**src/rtl/pin_func_pkg.sv**
```systemverilog
// Purpose: Shared constants for the port 2 / write strobe pin function block
// Assumes: 32-bit AHB-Lite register bus, one word per register
// Notes:   Offsets are byte addresses
package pin_func_pkg;

	// ----------------------------------------------------------------
	// Register map
	// ----------------------------------------------------------------
	localparam logic [7:0] OFF_PIN_CTRL   = 8'h00; // Function select bits
	localparam logic [7:0] OFF_PWM_DUTY   = 8'h04; // PWM 0 duty
	localparam logic [7:0] OFF_CAPTURE    = 8'h08; // Timer 2 capture value
	localparam logic [7:0] OFF_IRQ_STATUS = 8'h0c; // Sticky events, write one to clear
	localparam logic [7:0] OFF_PORT2      = 8'h10; // Port 2 in register window zero
	localparam logic [7:0] OFF_IRQ_MASK   = 8'h14; // Same layout as status

	// ----------------------------------------------------------------
	// Field positions
	// ----------------------------------------------------------------
	localparam int BIT_PIN39_SEL  = 0; // 1: PWM 0 on pin 39, 0: port 2 pin 5
	localparam int BIT_FREQ_SEL   = 1; // PWM frequency select
	localparam int BIT_WMODE_SEL  = 2; // 1: single strobe, 0: low-byte strobe
	localparam int BIT_CAPTURE    = 3; // Capture event in status and mask
	localparam int BIT_PORT2_PIN5 = 5;
	localparam int BIT_PORT2_PIN7 = 7;

	// ----------------------------------------------------------------
	// Reset values
	// ----------------------------------------------------------------
	localparam logic [2:0] RST_PIN_CTRL = 3'h0;
	localparam logic [7:0] RST_PORT2    = 8'hff; // Quasi pins idle high
	localparam logic [7:0] RST_PWM_DUTY = 8'h00;
	localparam logic [3:0] RST_IRQ_MASK = 4'h0;

	// ----------------------------------------------------------------
	// Bus encodings and counts
	// ----------------------------------------------------------------
	localparam logic [1:0] HTRANS_NONSEQ = 2'h2;
	localparam logic [1:0] HTRANS_SEQ    = 2'h3;
	localparam int         PWM_WIDTH     = 8;
	localparam int         TIMER_WIDTH   = 16;
	localparam int         CHECK_BITS    = 6;

endpackage : pin_func_pkg

```
**src/rtl/pin_func_block.sv**
```systemverilog
// Purpose: Pin functions for high-speed outputs, error-correct enable,
//          timer 2 capture, port 2 pins 7 and 5, PWM 0 and write strobe
// Assumes: AHB-Lite slave, single word transfers; bus controller on clk_in
// Notes:   All pin outputs are registered or tied off so select changes cannot glitch
`timescale 1ns/10ps

// Functional notes
// The two high-speed output pins carry only the high-speed output unit's levels.
// A low error-correct enable activates the engine and the six check bit pins in external cycles.
// A rising capture edge copies the timer 2 count into the capture register.
// A rising capture edge also raises the timer 2 capture interrupt.
// The outside source holds the capture input high for at least two state times.
// The capture mask bit gates the interrupt but never the capture load.
// Port 2 pin 7 is quasi-bidirectional and read and written at port 2 offset 10h.
// Port 2 pin 5 is output only, its level written at port 2 offset 10h.
// Pin 39 carries PWM 0 when its select bit is one and the pin 5 latch when zero.
// PWM 0 takes its duty from the duty register and its rate from the frequency select.
// The write strobe is asserted only in external memory write cycles.
// Pin 40 carries the single write strobe when the mode bit is one, the low-byte one when zero.
// The low-byte strobe asserts for low-byte 16-bit writes and every 8-bit bus write.
// A select bit change reroutes its pin in the following cycle without a glitch.
module pin_func_block
	import pin_func_pkg::*;
(
	// Clock and reset
	input  wire logic                                clk_in,
	input  wire logic                                rstn_in,
	// AHB-Lite slave
	input  wire logic                                hsel_in,
	input  wire logic [31:0]                         haddr_in,
	input  wire logic [1:0]                          htrans_in,
	input  wire logic                                hwrite_in,
	input  wire logic [2:0]                          hsize_in,
	input  wire logic [31:0]                         hwdata_in,
	input  wire logic                                hready_in,
	output logic [31:0]                              hrdata_out,
	output logic                                     hreadyout_out,
	output logic                                     hresp_out,
	// Internal units on this clock
	input  wire logic                                hso_unit_2_in,
	input  wire logic                                hso_unit_3_in,
	input  wire logic [pin_func_pkg::TIMER_WIDTH-1:0] timer2_count_in,
	input  wire logic [pin_func_pkg::CHECK_BITS-1:0]  check_bits_gen_in,
	input  wire logic                                ext_cycle_in,
	input  wire logic                                ext_write_in,
	input  wire logic                                bus16_in,
	input  wire logic                                low_byte_in,
	// Pins
	output logic                                     hs_output_2_out,
	output logic                                     hs_output_3_out,
	input  wire logic                                error_correct_enable_n_in,
	input  wire logic [pin_func_pkg::CHECK_BITS-1:0]  check_bit_pins_in,
	output logic [pin_func_pkg::CHECK_BITS-1:0]       check_bit_pins_out,
	output logic                                     check_bit_pins_oe_out,
	input  wire logic                                port2_pin7_in,
	output logic                                     port2_pin7_out,
	output logic                                     port2_pin7_oe_out,
	output logic                                     pin39_out,
	output logic                                     pin40_n_out,
	// To the error-correct engine and interrupt controller
	output logic                                     ecc_active_out,
	output logic [pin_func_pkg::CHECK_BITS-1:0]       check_bits_read_out,
	output logic                                     capture_interrupt_line_out
);

	typedef struct packed {
		// Bus
		logic                   wr_pend;
		logic [7:0]             wr_addr;
		logic [31:0]            rdata;
		// Registers
		logic                   pin39_func_sel;
		logic                   pwm_freq_sel;
		logic                   write_mode_sel;
		logic [PWM_WIDTH-1:0]   pwm_zero_duty_reg;
		logic [TIMER_WIDTH-1:0] capture;
		logic                   cap_status;
		logic                   capture_irq_mask_bit;
		logic                   latch7;
		logic                   latch5;
		// Synchronisers
		logic [1:0]             cap_sync;
		logic                   cap_prev;
		logic [1:0]             ecc_sync;
		logic [CHECK_BITS-1:0]  cb_sync1;
		logic [CHECK_BITS-1:0]  cb_sync2;
		// Registered pins
		logic                   hs2;
		logic                   hs3;
		logic                   pin39;
		logic                   pin40_n;
		logic [CHECK_BITS-1:0]  cb_out;
		logic                   cb_oe;
		logic [CHECK_BITS-1:0]  cb_read;
		logic                   irq;
	} blk_state_t;

	blk_state_t state;
	blk_state_t next_state;
	logic       pwm_wave;
	logic       cap_rise;
	logic       addr_take;
	logic [7:0] rd_off;
	logic [31:0] rd_word;

	// ----------------------------------------------------------------
	// PWM 0 generator
	// ----------------------------------------------------------------
	pwm_zero_gen #(
		.WIDTH      (PWM_WIDTH)
	) u_pwm (
		.clk_in      (clk_in),
		.rstn_in     (rstn_in),
		.duty_in     (state.pwm_zero_duty_reg),
		.freq_sel_in (state.pwm_freq_sel),
		.pwm_out     (pwm_wave)
	);

	// ----------------------------------------------------------------
	// Read mux for the address phase
	// ----------------------------------------------------------------
	always_comb begin
		rd_off  = haddr_in[7:0];
		rd_word = '0;
		unique case (rd_off)
			OFF_PIN_CTRL: begin
				rd_word[BIT_PIN39_SEL] = state.pin39_func_sel;
				rd_word[BIT_FREQ_SEL]  = state.pwm_freq_sel;
				rd_word[BIT_WMODE_SEL] = state.write_mode_sel;
			end
			OFF_PWM_DUTY:   rd_word[PWM_WIDTH-1:0] = state.pwm_zero_duty_reg;
			OFF_CAPTURE:    rd_word[TIMER_WIDTH-1:0] = state.capture;
			OFF_IRQ_STATUS: rd_word[BIT_CAPTURE] = state.cap_status;
			OFF_PORT2: begin
				rd_word[BIT_PORT2_PIN7] = state.cap_sync[1];
				rd_word[BIT_PORT2_PIN5] = state.latch5;
			end
			OFF_IRQ_MASK:   rd_word[BIT_CAPTURE] = state.capture_irq_mask_bit;
			default:        rd_word = '0; // Unmapped reads as zero
		endcase
	end

	// Valid address phase on a selected, ready bus
	assign addr_take = hsel_in && hready_in && htrans_in[1];
	// Rising edge only from the second and third stages
	assign cap_rise  = state.cap_sync[1] && !state.cap_prev;

	// ----------------------------------------------------------------
	// Next state
	// ----------------------------------------------------------------
	always_comb begin
		next_state = state;

		// Bus: writes land in the data phase, reads are loaded early
		next_state.wr_pend = addr_take && hwrite_in;
		next_state.wr_addr = haddr_in[7:0];
		if (addr_take && !hwrite_in) begin
			next_state.rdata = rd_word;
		end
		if (state.wr_pend) begin
			unique case (state.wr_addr)
				OFF_PIN_CTRL: begin
					next_state.pin39_func_sel = hwdata_in[BIT_PIN39_SEL];
					next_state.pwm_freq_sel   = hwdata_in[BIT_FREQ_SEL];
					next_state.write_mode_sel = hwdata_in[BIT_WMODE_SEL];
				end
				OFF_PWM_DUTY: next_state.pwm_zero_duty_reg = hwdata_in[PWM_WIDTH-1:0];
				OFF_PORT2: begin
					next_state.latch7 = hwdata_in[BIT_PORT2_PIN7];
					next_state.latch5 = hwdata_in[BIT_PORT2_PIN5];
				end
				OFF_IRQ_MASK: next_state.capture_irq_mask_bit = hwdata_in[BIT_CAPTURE];
				OFF_IRQ_STATUS: begin
					if (hwdata_in[BIT_CAPTURE]) begin
						next_state.cap_status = 1'b0;
					end
				end
				default: ;
			endcase
		end

		// Capture pin shares pin 7; sync before any use
		next_state.cap_sync = {state.cap_sync[0], port2_pin7_in};
		next_state.cap_prev = state.cap_sync[1];
		if (cap_rise) begin
			next_state.capture    = timer2_count_in;
			next_state.cap_status = 1'b1;
		end
		// Mask gates the line only; set already wins over a clear above
		next_state.irq = next_state.cap_status && next_state.capture_irq_mask_bit;

		// Dedicated outputs pass straight from the output unit
		next_state.hs2 = hso_unit_2_in;
		next_state.hs3 = hso_unit_3_in;

		// Error-correct enable and check bits
		next_state.ecc_sync = {state.ecc_sync[0], error_correct_enable_n_in};
		next_state.cb_out   = check_bits_gen_in;
		next_state.cb_oe    = !state.ecc_sync[1] && ext_cycle_in && ext_write_in;
		next_state.cb_sync1 = check_bit_pins_in;
		next_state.cb_sync2 = state.cb_sync1;
		if (!state.ecc_sync[1] && ext_cycle_in && !ext_write_in) begin
			next_state.cb_read = state.cb_sync2;
		end

		// Pin 39 routing, registered so the swap is clean
		next_state.pin39 = state.pin39_func_sel ? pwm_wave : state.latch5;

		// Pin 40 strobe, only for external writes
		if (state.write_mode_sel) begin
			next_state.pin40_n = !(ext_cycle_in && ext_write_in);
		end else begin
			next_state.pin40_n = !(ext_cycle_in && ext_write_in
				&& (!bus16_in || low_byte_in));
		end
	end

	// ----------------------------------------------------------------
	// State register
	// ----------------------------------------------------------------
	always_ff @(posedge clk_in or negedge rstn_in) begin
		if (!rstn_in) begin
			state                      <= '0;
			state.pin39_func_sel       <= RST_PIN_CTRL[BIT_PIN39_SEL];
			state.pwm_freq_sel         <= RST_PIN_CTRL[BIT_FREQ_SEL];
			state.write_mode_sel       <= RST_PIN_CTRL[BIT_WMODE_SEL];
			state.pwm_zero_duty_reg    <= RST_PWM_DUTY;
			state.capture_irq_mask_bit <= RST_IRQ_MASK[BIT_CAPTURE];
			state.latch7               <= RST_PORT2[BIT_PORT2_PIN7];
			state.latch5               <= RST_PORT2[BIT_PORT2_PIN5];
			state.ecc_sync             <= 2'h3;
			// Pin 7 idles high on its pull-up; start there so release is no false edge
			state.cap_sync             <= 2'h3;
			state.cap_prev             <= 1'b1;
			state.pin39                <= RST_PORT2[BIT_PORT2_PIN5];
			state.pin40_n              <= 1'b1;
		end else begin
			state <= next_state;
		end
	end

	// ----------------------------------------------------------------
	// Outputs, from flip-flops except the tied-off constants
	// ----------------------------------------------------------------
	assign hrdata_out                 = state.rdata;
	assign hreadyout_out              = 1'b1; // Zero wait states
	assign hresp_out                  = 1'b0; // Always OKAY
	assign hs_output_2_out            = state.hs2;
	assign hs_output_3_out            = state.hs3;
	assign check_bit_pins_out         = state.cb_out;
	assign check_bit_pins_oe_out      = state.cb_oe;
	// Quasi pin: strong low only, weak pull-up outside does the high
	assign port2_pin7_out             = 1'b0;
	assign port2_pin7_oe_out          = !state.latch7;
	assign pin39_out                  = state.pin39;
	assign pin40_n_out                = state.pin40_n;
	assign ecc_active_out             = !state.ecc_sync[1];
	assign check_bits_read_out        = state.cb_read;
	assign capture_interrupt_line_out = state.irq;

	// ----------------------------------------------------------------
	// Checks
	// ----------------------------------------------------------------
	chk_hso_passthru: assert property (@(posedge clk_in) disable iff (!rstn_in)
		##1 (hs_output_2_out == $past(hso_unit_2_in)) && (hs_output_3_out == $past(hso_unit_3_in)))
		else $error("high-speed output not copied from unit");

	chk_ecc_enable: assert property (@(posedge clk_in) disable iff (!rstn_in)
		(!error_correct_enable_n_in) [*3] |-> ecc_active_out)
		else $error("error-correct engine not active after enable held low");

	chk_check_oe: assert property (@(posedge clk_in) disable iff (!rstn_in)
		check_bit_pins_oe_out |-> $past(ext_cycle_in && ext_write_in && ecc_active_out))
		else $error("check bits driven outside an enabled external write");

	chk_capture_load: assert property (@(posedge clk_in) disable iff (!rstn_in)
		cap_rise |=> (state.capture == $past(timer2_count_in)))
		else $error("capture register did not load timer 2 count");

	chk_capture_irq: assert property (@(posedge clk_in) disable iff (!rstn_in)
		(cap_rise && state.capture_irq_mask_bit && !(state.wr_pend
			&& state.wr_addr == OFF_IRQ_MASK)) |=> capture_interrupt_line_out)
		else $error("unmasked capture edge raised no interrupt");

	chk_irq_masked: assert property (@(posedge clk_in) disable iff (!rstn_in)
		(!state.capture_irq_mask_bit && $stable(state.capture_irq_mask_bit))
			|-> !capture_interrupt_line_out)
		else $error("masked capture raised the interrupt line");

	chk_pin7_quasi: assert property (@(posedge clk_in) disable iff (!rstn_in)
		(state.wr_pend && state.wr_addr == OFF_PORT2)
			|=> (port2_pin7_oe_out == !$past(hwdata_in[BIT_PORT2_PIN7])))
		else $error("pin 7 drive does not follow its latch");

	chk_pin39_pwm: assert property (@(posedge clk_in) disable iff (!rstn_in)
		state.pin39_func_sel |=> (pin39_out == $past(pwm_wave)))
		else $error("pin 39 not carrying PWM 0");

	chk_pin39_port: assert property (@(posedge clk_in) disable iff (!rstn_in)
		!state.pin39_func_sel |=> (pin39_out == $past(state.latch5)))
		else $error("pin 39 not carrying port 2 pin 5");

	chk_strobe_ext_only: assert property (@(posedge clk_in) disable iff (!rstn_in)
		!(ext_cycle_in && ext_write_in) |=> pin40_n_out)
		else $error("write strobe outside an external write");

	chk_single_strobe: assert property (@(posedge clk_in) disable iff (!rstn_in)
		(state.write_mode_sel && ext_cycle_in && ext_write_in) |=> !pin40_n_out)
		else $error("single strobe missing on external write");

	chk_low_strobe: assert property (@(posedge clk_in) disable iff (!rstn_in)
		(!state.write_mode_sel && ext_cycle_in && ext_write_in)
			|=> (pin40_n_out == $past(bus16_in && !low_byte_in)))
		else $error("low-byte strobe wrong for bus width or byte");

endmodule : pin_func_block

```
**src/rtl/pwm_zero_gen.sv**
```systemverilog
// Purpose: PWM output 0 waveform generator
// Assumes: Duty and frequency select come from registers on the same clock
// Notes:   Output is high while the period counter is below the duty value
`timescale 1ns/10ps
module pwm_zero_gen #(
	parameter int WIDTH = 8
) (
	// Clock and reset
	input  wire logic             clk_in,
	input  wire logic             rstn_in,
	// Settings
	input  wire logic [WIDTH-1:0] duty_in,
	input  wire logic             freq_sel_in,
	// Waveform
	output logic                  pwm_out
);

	typedef struct packed {
		logic [WIDTH-1:0] count;
		logic             half;
		logic             wave;
	} pwm_state_t;

	pwm_state_t state;
	pwm_state_t next_state;

	// ----------------------------------------------------------------
	// Period counter, halved rate when frequency select is set
	// ----------------------------------------------------------------
	always_comb begin
		next_state = state;
		next_state.half = ~state.half;
		if (!freq_sel_in || state.half) begin
			next_state.count = state.count + 1'b1;
		end
		// Compare on the next count so the wave tracks it with no lag
		next_state.wave = (next_state.count < duty_in);
	end

	// State register
	always_ff @(posedge clk_in or negedge rstn_in) begin
		if (!rstn_in) begin
			state <= '0;
		end else begin
			state <= next_state;
		end
	end

	assign pwm_out = state.wave;

endmodule : pwm_zero_gen

```
**config.mk**
```make
export PLATFORM = sky130hd
export DESIGN_NAME = pin_func_block
export DESIGN_NICKNAME = d
export VERILOG_FILES = /design/src/rtl/pin_func_pkg.sv /design/src/rtl/pin_func_block.sv /design/src/rtl/pwm_zero_gen.sv
export SDC_FILE = /design/constraint.sdc
export NUM_CORES = 1
export LEC_CHECK = 0
export BUFFER_PORTS_ARGS = -buffer_cell sky130_fd_sc_hd__buf_2
export CAP_MARGIN = 40
export CORE_MARGIN = 1
export CORE_UTILIZATION = 52
export DETAILED_ROUTE_END_ITERATION = 6
export GPL_ROUTABILITY_DRIVEN = 0
export HOLD_SLACK_MARGIN = 0.03
export PLACE_DENSITY_LB_ADDON = 0.12
export SETUP_SLACK_MARGIN = 0.15
export SYNTH_ARGS = -nofsm -noshare
export SYNTH_HDL_FRONTEND = slang
export SYNTH_HIERARCHICAL = 1
export SYNTH_SLANG_ARGS = --single-unit
```
**constraint.sdc**
```tcl
create_clock -name clk_in -period 5.83 [get_ports clk_in]
set_input_delay 1.166 -clock clk_in [delete_from_list [all_inputs] [get_ports clk_in]]
set_output_delay 1.166 -clock clk_in [all_outputs]
set_load 0.05 [all_outputs]
```
==> out/metrics.csv <==
stage,metric,value,unit
sta,fin_crit_sh,40.0,%
clock_network,post_cts_buffers,0,
synthesis,ys_ff_latch,101,
routing,vias,2488,
min_path,hold-path-cell-count,0,
setup_path,worstSetupPathType,flip-flop to primary output,
sta,fin_skew,0.0129,ns
sta,max_slew.worst_pin.slew,0.621,ns
power,p_total,1.60,mW
placement,numPortBuffers,93,
floorplanning,die_w,92.5,um
synthesis,synth-async-reset-ratio,100,%
cells_and_area,fin_util,61.0,%
floorplanning,core-area,7810,sq um
grt,grt_pass1_wl,12300,um
floorplanning,ios,165,
placement,place_hpwl,5410,um
setup_path,cp_slowest_cell,dfstp_2,
synthesis,synth_cell_types,48,
setup_path,crit_chain,inv_1 > buf_2,
sta,finalHoldViolations,0,
floorplanning,row_count,32,
grt,grtUsageTotal,19.2,%
cells_and_area,fin_nets,504,
grt,grt_pass1_vias,2486,
min_path,min_to,state[21],
clock_network,ctsHtreeMaxLevel,3,
grt,antenna_found_initial,0,
setup_path,crit_arrival,1.16,ns
routing,drc_errors,0,
placement,dpl_cell_area,4560,sq um
routing,routed_wl,7390,um
clock_network,hold_buffers,0,
sta,max_freq,0.429,GHz
min_path,hold_start,next_state[21],
clock_network,clock_latency,0.37,ns
setup_path,rr_endpoint,u_pwm/pwm_out,
synthesis,syn-cell-area,4260,sq um
cells_and_area,final_cell_mix,"dfrtp_1, buf_2, mux2_2, conb_1, inv_1",
synthesis,yosys_warnings,6,
grt,gr-total-overflow,0,
synthesis,synthFlopType,dfrtp_1,
sta,relSlewSlack,58.6,%
clock_network,cts_tree,yes,
synthesis,synth_edf_count,0,
min_path,hp-class,flip-flop to flip-flop,
synthesis,yosysSeqAreaShare,59.6,%
setup_path,reg2reg_from,state[64],
setup_path,reg2regPathDepth,9,
flow_run,drv_cap,0,
power,peakVddDrop,0.125,mV
routing,viasPerCell,5.05,
setup_path,cpPeakStageDelay,0.55,ns
clock_network,ctsResizeCount,0,
floorplanning,dieHeight,92.5,um
sta,setup_viol,0,
routing,ant_nets,0,
setup_path,r2r_setup_slack,3.79,ns
sta,grt_setup_unrepaired,no,
status,status,finished clean,
synthesis,syn_inst,317,
clock_network,cts_made_buffers,9,
power,leakage,2.31,nW
sta,setup_tns,0,ns
clock_network,clkTransAtPathRegs,0.10,ns
sta,period_minus_slack,2.33,ns
cells_and_area,final_area,4760,sq um
routing,dr.pass1.iters,4,
power,power_density,336,nW/um^2
cells_and_area,drive_gt1_share,43.7,%
setup_path,cp_max_fo,2,
grt,grt_max_degree,52,
clock_network,cts_sinks,101,
cells_and_area,num_antenna_cells,0,
clock_network,clock_path_buffers,2,
routing,wl_per_cell,15.0,um
clock_network,root_buffer,clkbuf_8,
sta,report.final.slew_viol_count,0,
setup_path,crit_required,4.66,ns
floorplanning,dieArea,8560,sq um
cells_and_area,area_growth,11.7,%
setup_path,endpoint_kind,primary output,
floorplanning,initial_core_util,54.6,%
synthesis,avgSynthCellArea,13.4,sq um
routing,dr.first_iter.drc_count,79,
setup_path,start_kind,flip-flop,
-- layer usage --
metal,wire [um],vias up,track usage [%]
met5,0,-,0
met2,3330,77,28.1
met1,3560,1215,27.5
li1,-,1184,-
met3,358,12,3.61
met4,145,0,9.24
-- sequential cells by signal, summed over array words and instances, names as in the netlist --
signal                      cells
check_bit_pins_out              6
next_state                      9
capture_interrupt_line_out      1
check_bit_pins_oe_out           1
check_bits_read_out             6
pin39_out                       1
hs_output_3_out                 1
u_pwm/pwm_out                   1
state                          48
hrdata_out                     16
pin40_n_out                     1
hs_output_2_out                 1
u_pwm/state                     9
-- worst max path at each step --
stage | from | endpoint | slack, ns | cells past startpoint
4_1_cts | state[31] | ecc_active_out | 3.48 | 2
3_3_place_gp | haddr_in[2] | hrdata_out[10] | 3.31 | 4
6_report | state[31] | ecc_active_out | 3.50 | 2
2_1_floorplan | haddr_in[3] | hrdata_out[10] | 3.65 | 5
3_5_place_dp | haddr_in[2] | hrdata_out[12] | 3.27 | 4
5_1_grt | state[31] | ecc_active_out | 3.45 | 2
-- power breakdown --
part           leakage (nW)  total (mW)  switching, mW  internal (mW)
clock network        0.0982       0.452          0.248          0.203
logic                  1.01       0.328          0.203          0.125
registers              1.20       0.819         0.0446          0.774
total                  2.31        1.60          0.496           1.10
-- cell usage after synthesis, drive strengths merged, types with 2 or more instances --
cell,count,area share [%]
dfstp,9,5.5
nor4b,2,0.91
conb,2,0.18
and3b,4,0.82
dfrtp,92,54
nor3b,3,0.65
nand2b,2,0.47
mux2i,3,0.70
a22o,8,1.6
a21oi,2,0.23
nand2,9,0.79
o21ai,3,0.35
and3,4,0.65
nand4b,4,0.97
xnor2,6,1.2
buf,50,8.6
nor4,2,0.44
a2bb2oi,3,0.62
o211ai,4,0.70
nand4,10,1.5
clkbuf,5,0.44
mux2,39,10
inv,15,1.3
nor2b,2,0.29
a31oi,3,0.44
nand3,5,0.59
nor2,5,0.44
ha,8,2.3
-- cell type report --
| class | instances | area (sq um) |
|---|---|---|
| inverter | 15 | 56.3 |
| multi-input combinational | 163 | 1340 |
| clock buffer | 9 | 124 |
| sequential | 101 | 2540 |
| fill | 637 | 3050 |
| timing repair buffer | 96 | 490 |
| tap | 102 | 128 |
| clock inverter | 7 | 78.8 |
-- critical path, delay by kind of cell, from the launching register on --
family	cells	cell delay (ns)
DFF	1	0.55
buffers and inverters	2	0.25
-- per-stage QoR --
stage | instances | setup WS [ns] | hold WS, ns
CTS | 493 | 3.48 | 0.358
finish | 493 | 3.50 | 0.358
detailed placement | 477 | 3.27 | 0.337
floorplan | 334 | 3.65 | 0.331
global placement | 477 | 3.31 | 0.333
global route | 493 | 3.45 | 0.366
-- kinds of logic after synthesis --
logic type	share of synthesized area, %
AOI/OAI and AO/OA	5.55
xor gates and xnor gates	1.61
DFF	59.6
buffers and inverters	10.4
adders and majority gates	2.35
and+or+nand+nor	9.34
muxes	11.0
other	0.176
No activity file was read; power rests on OpenSTA's default activity.
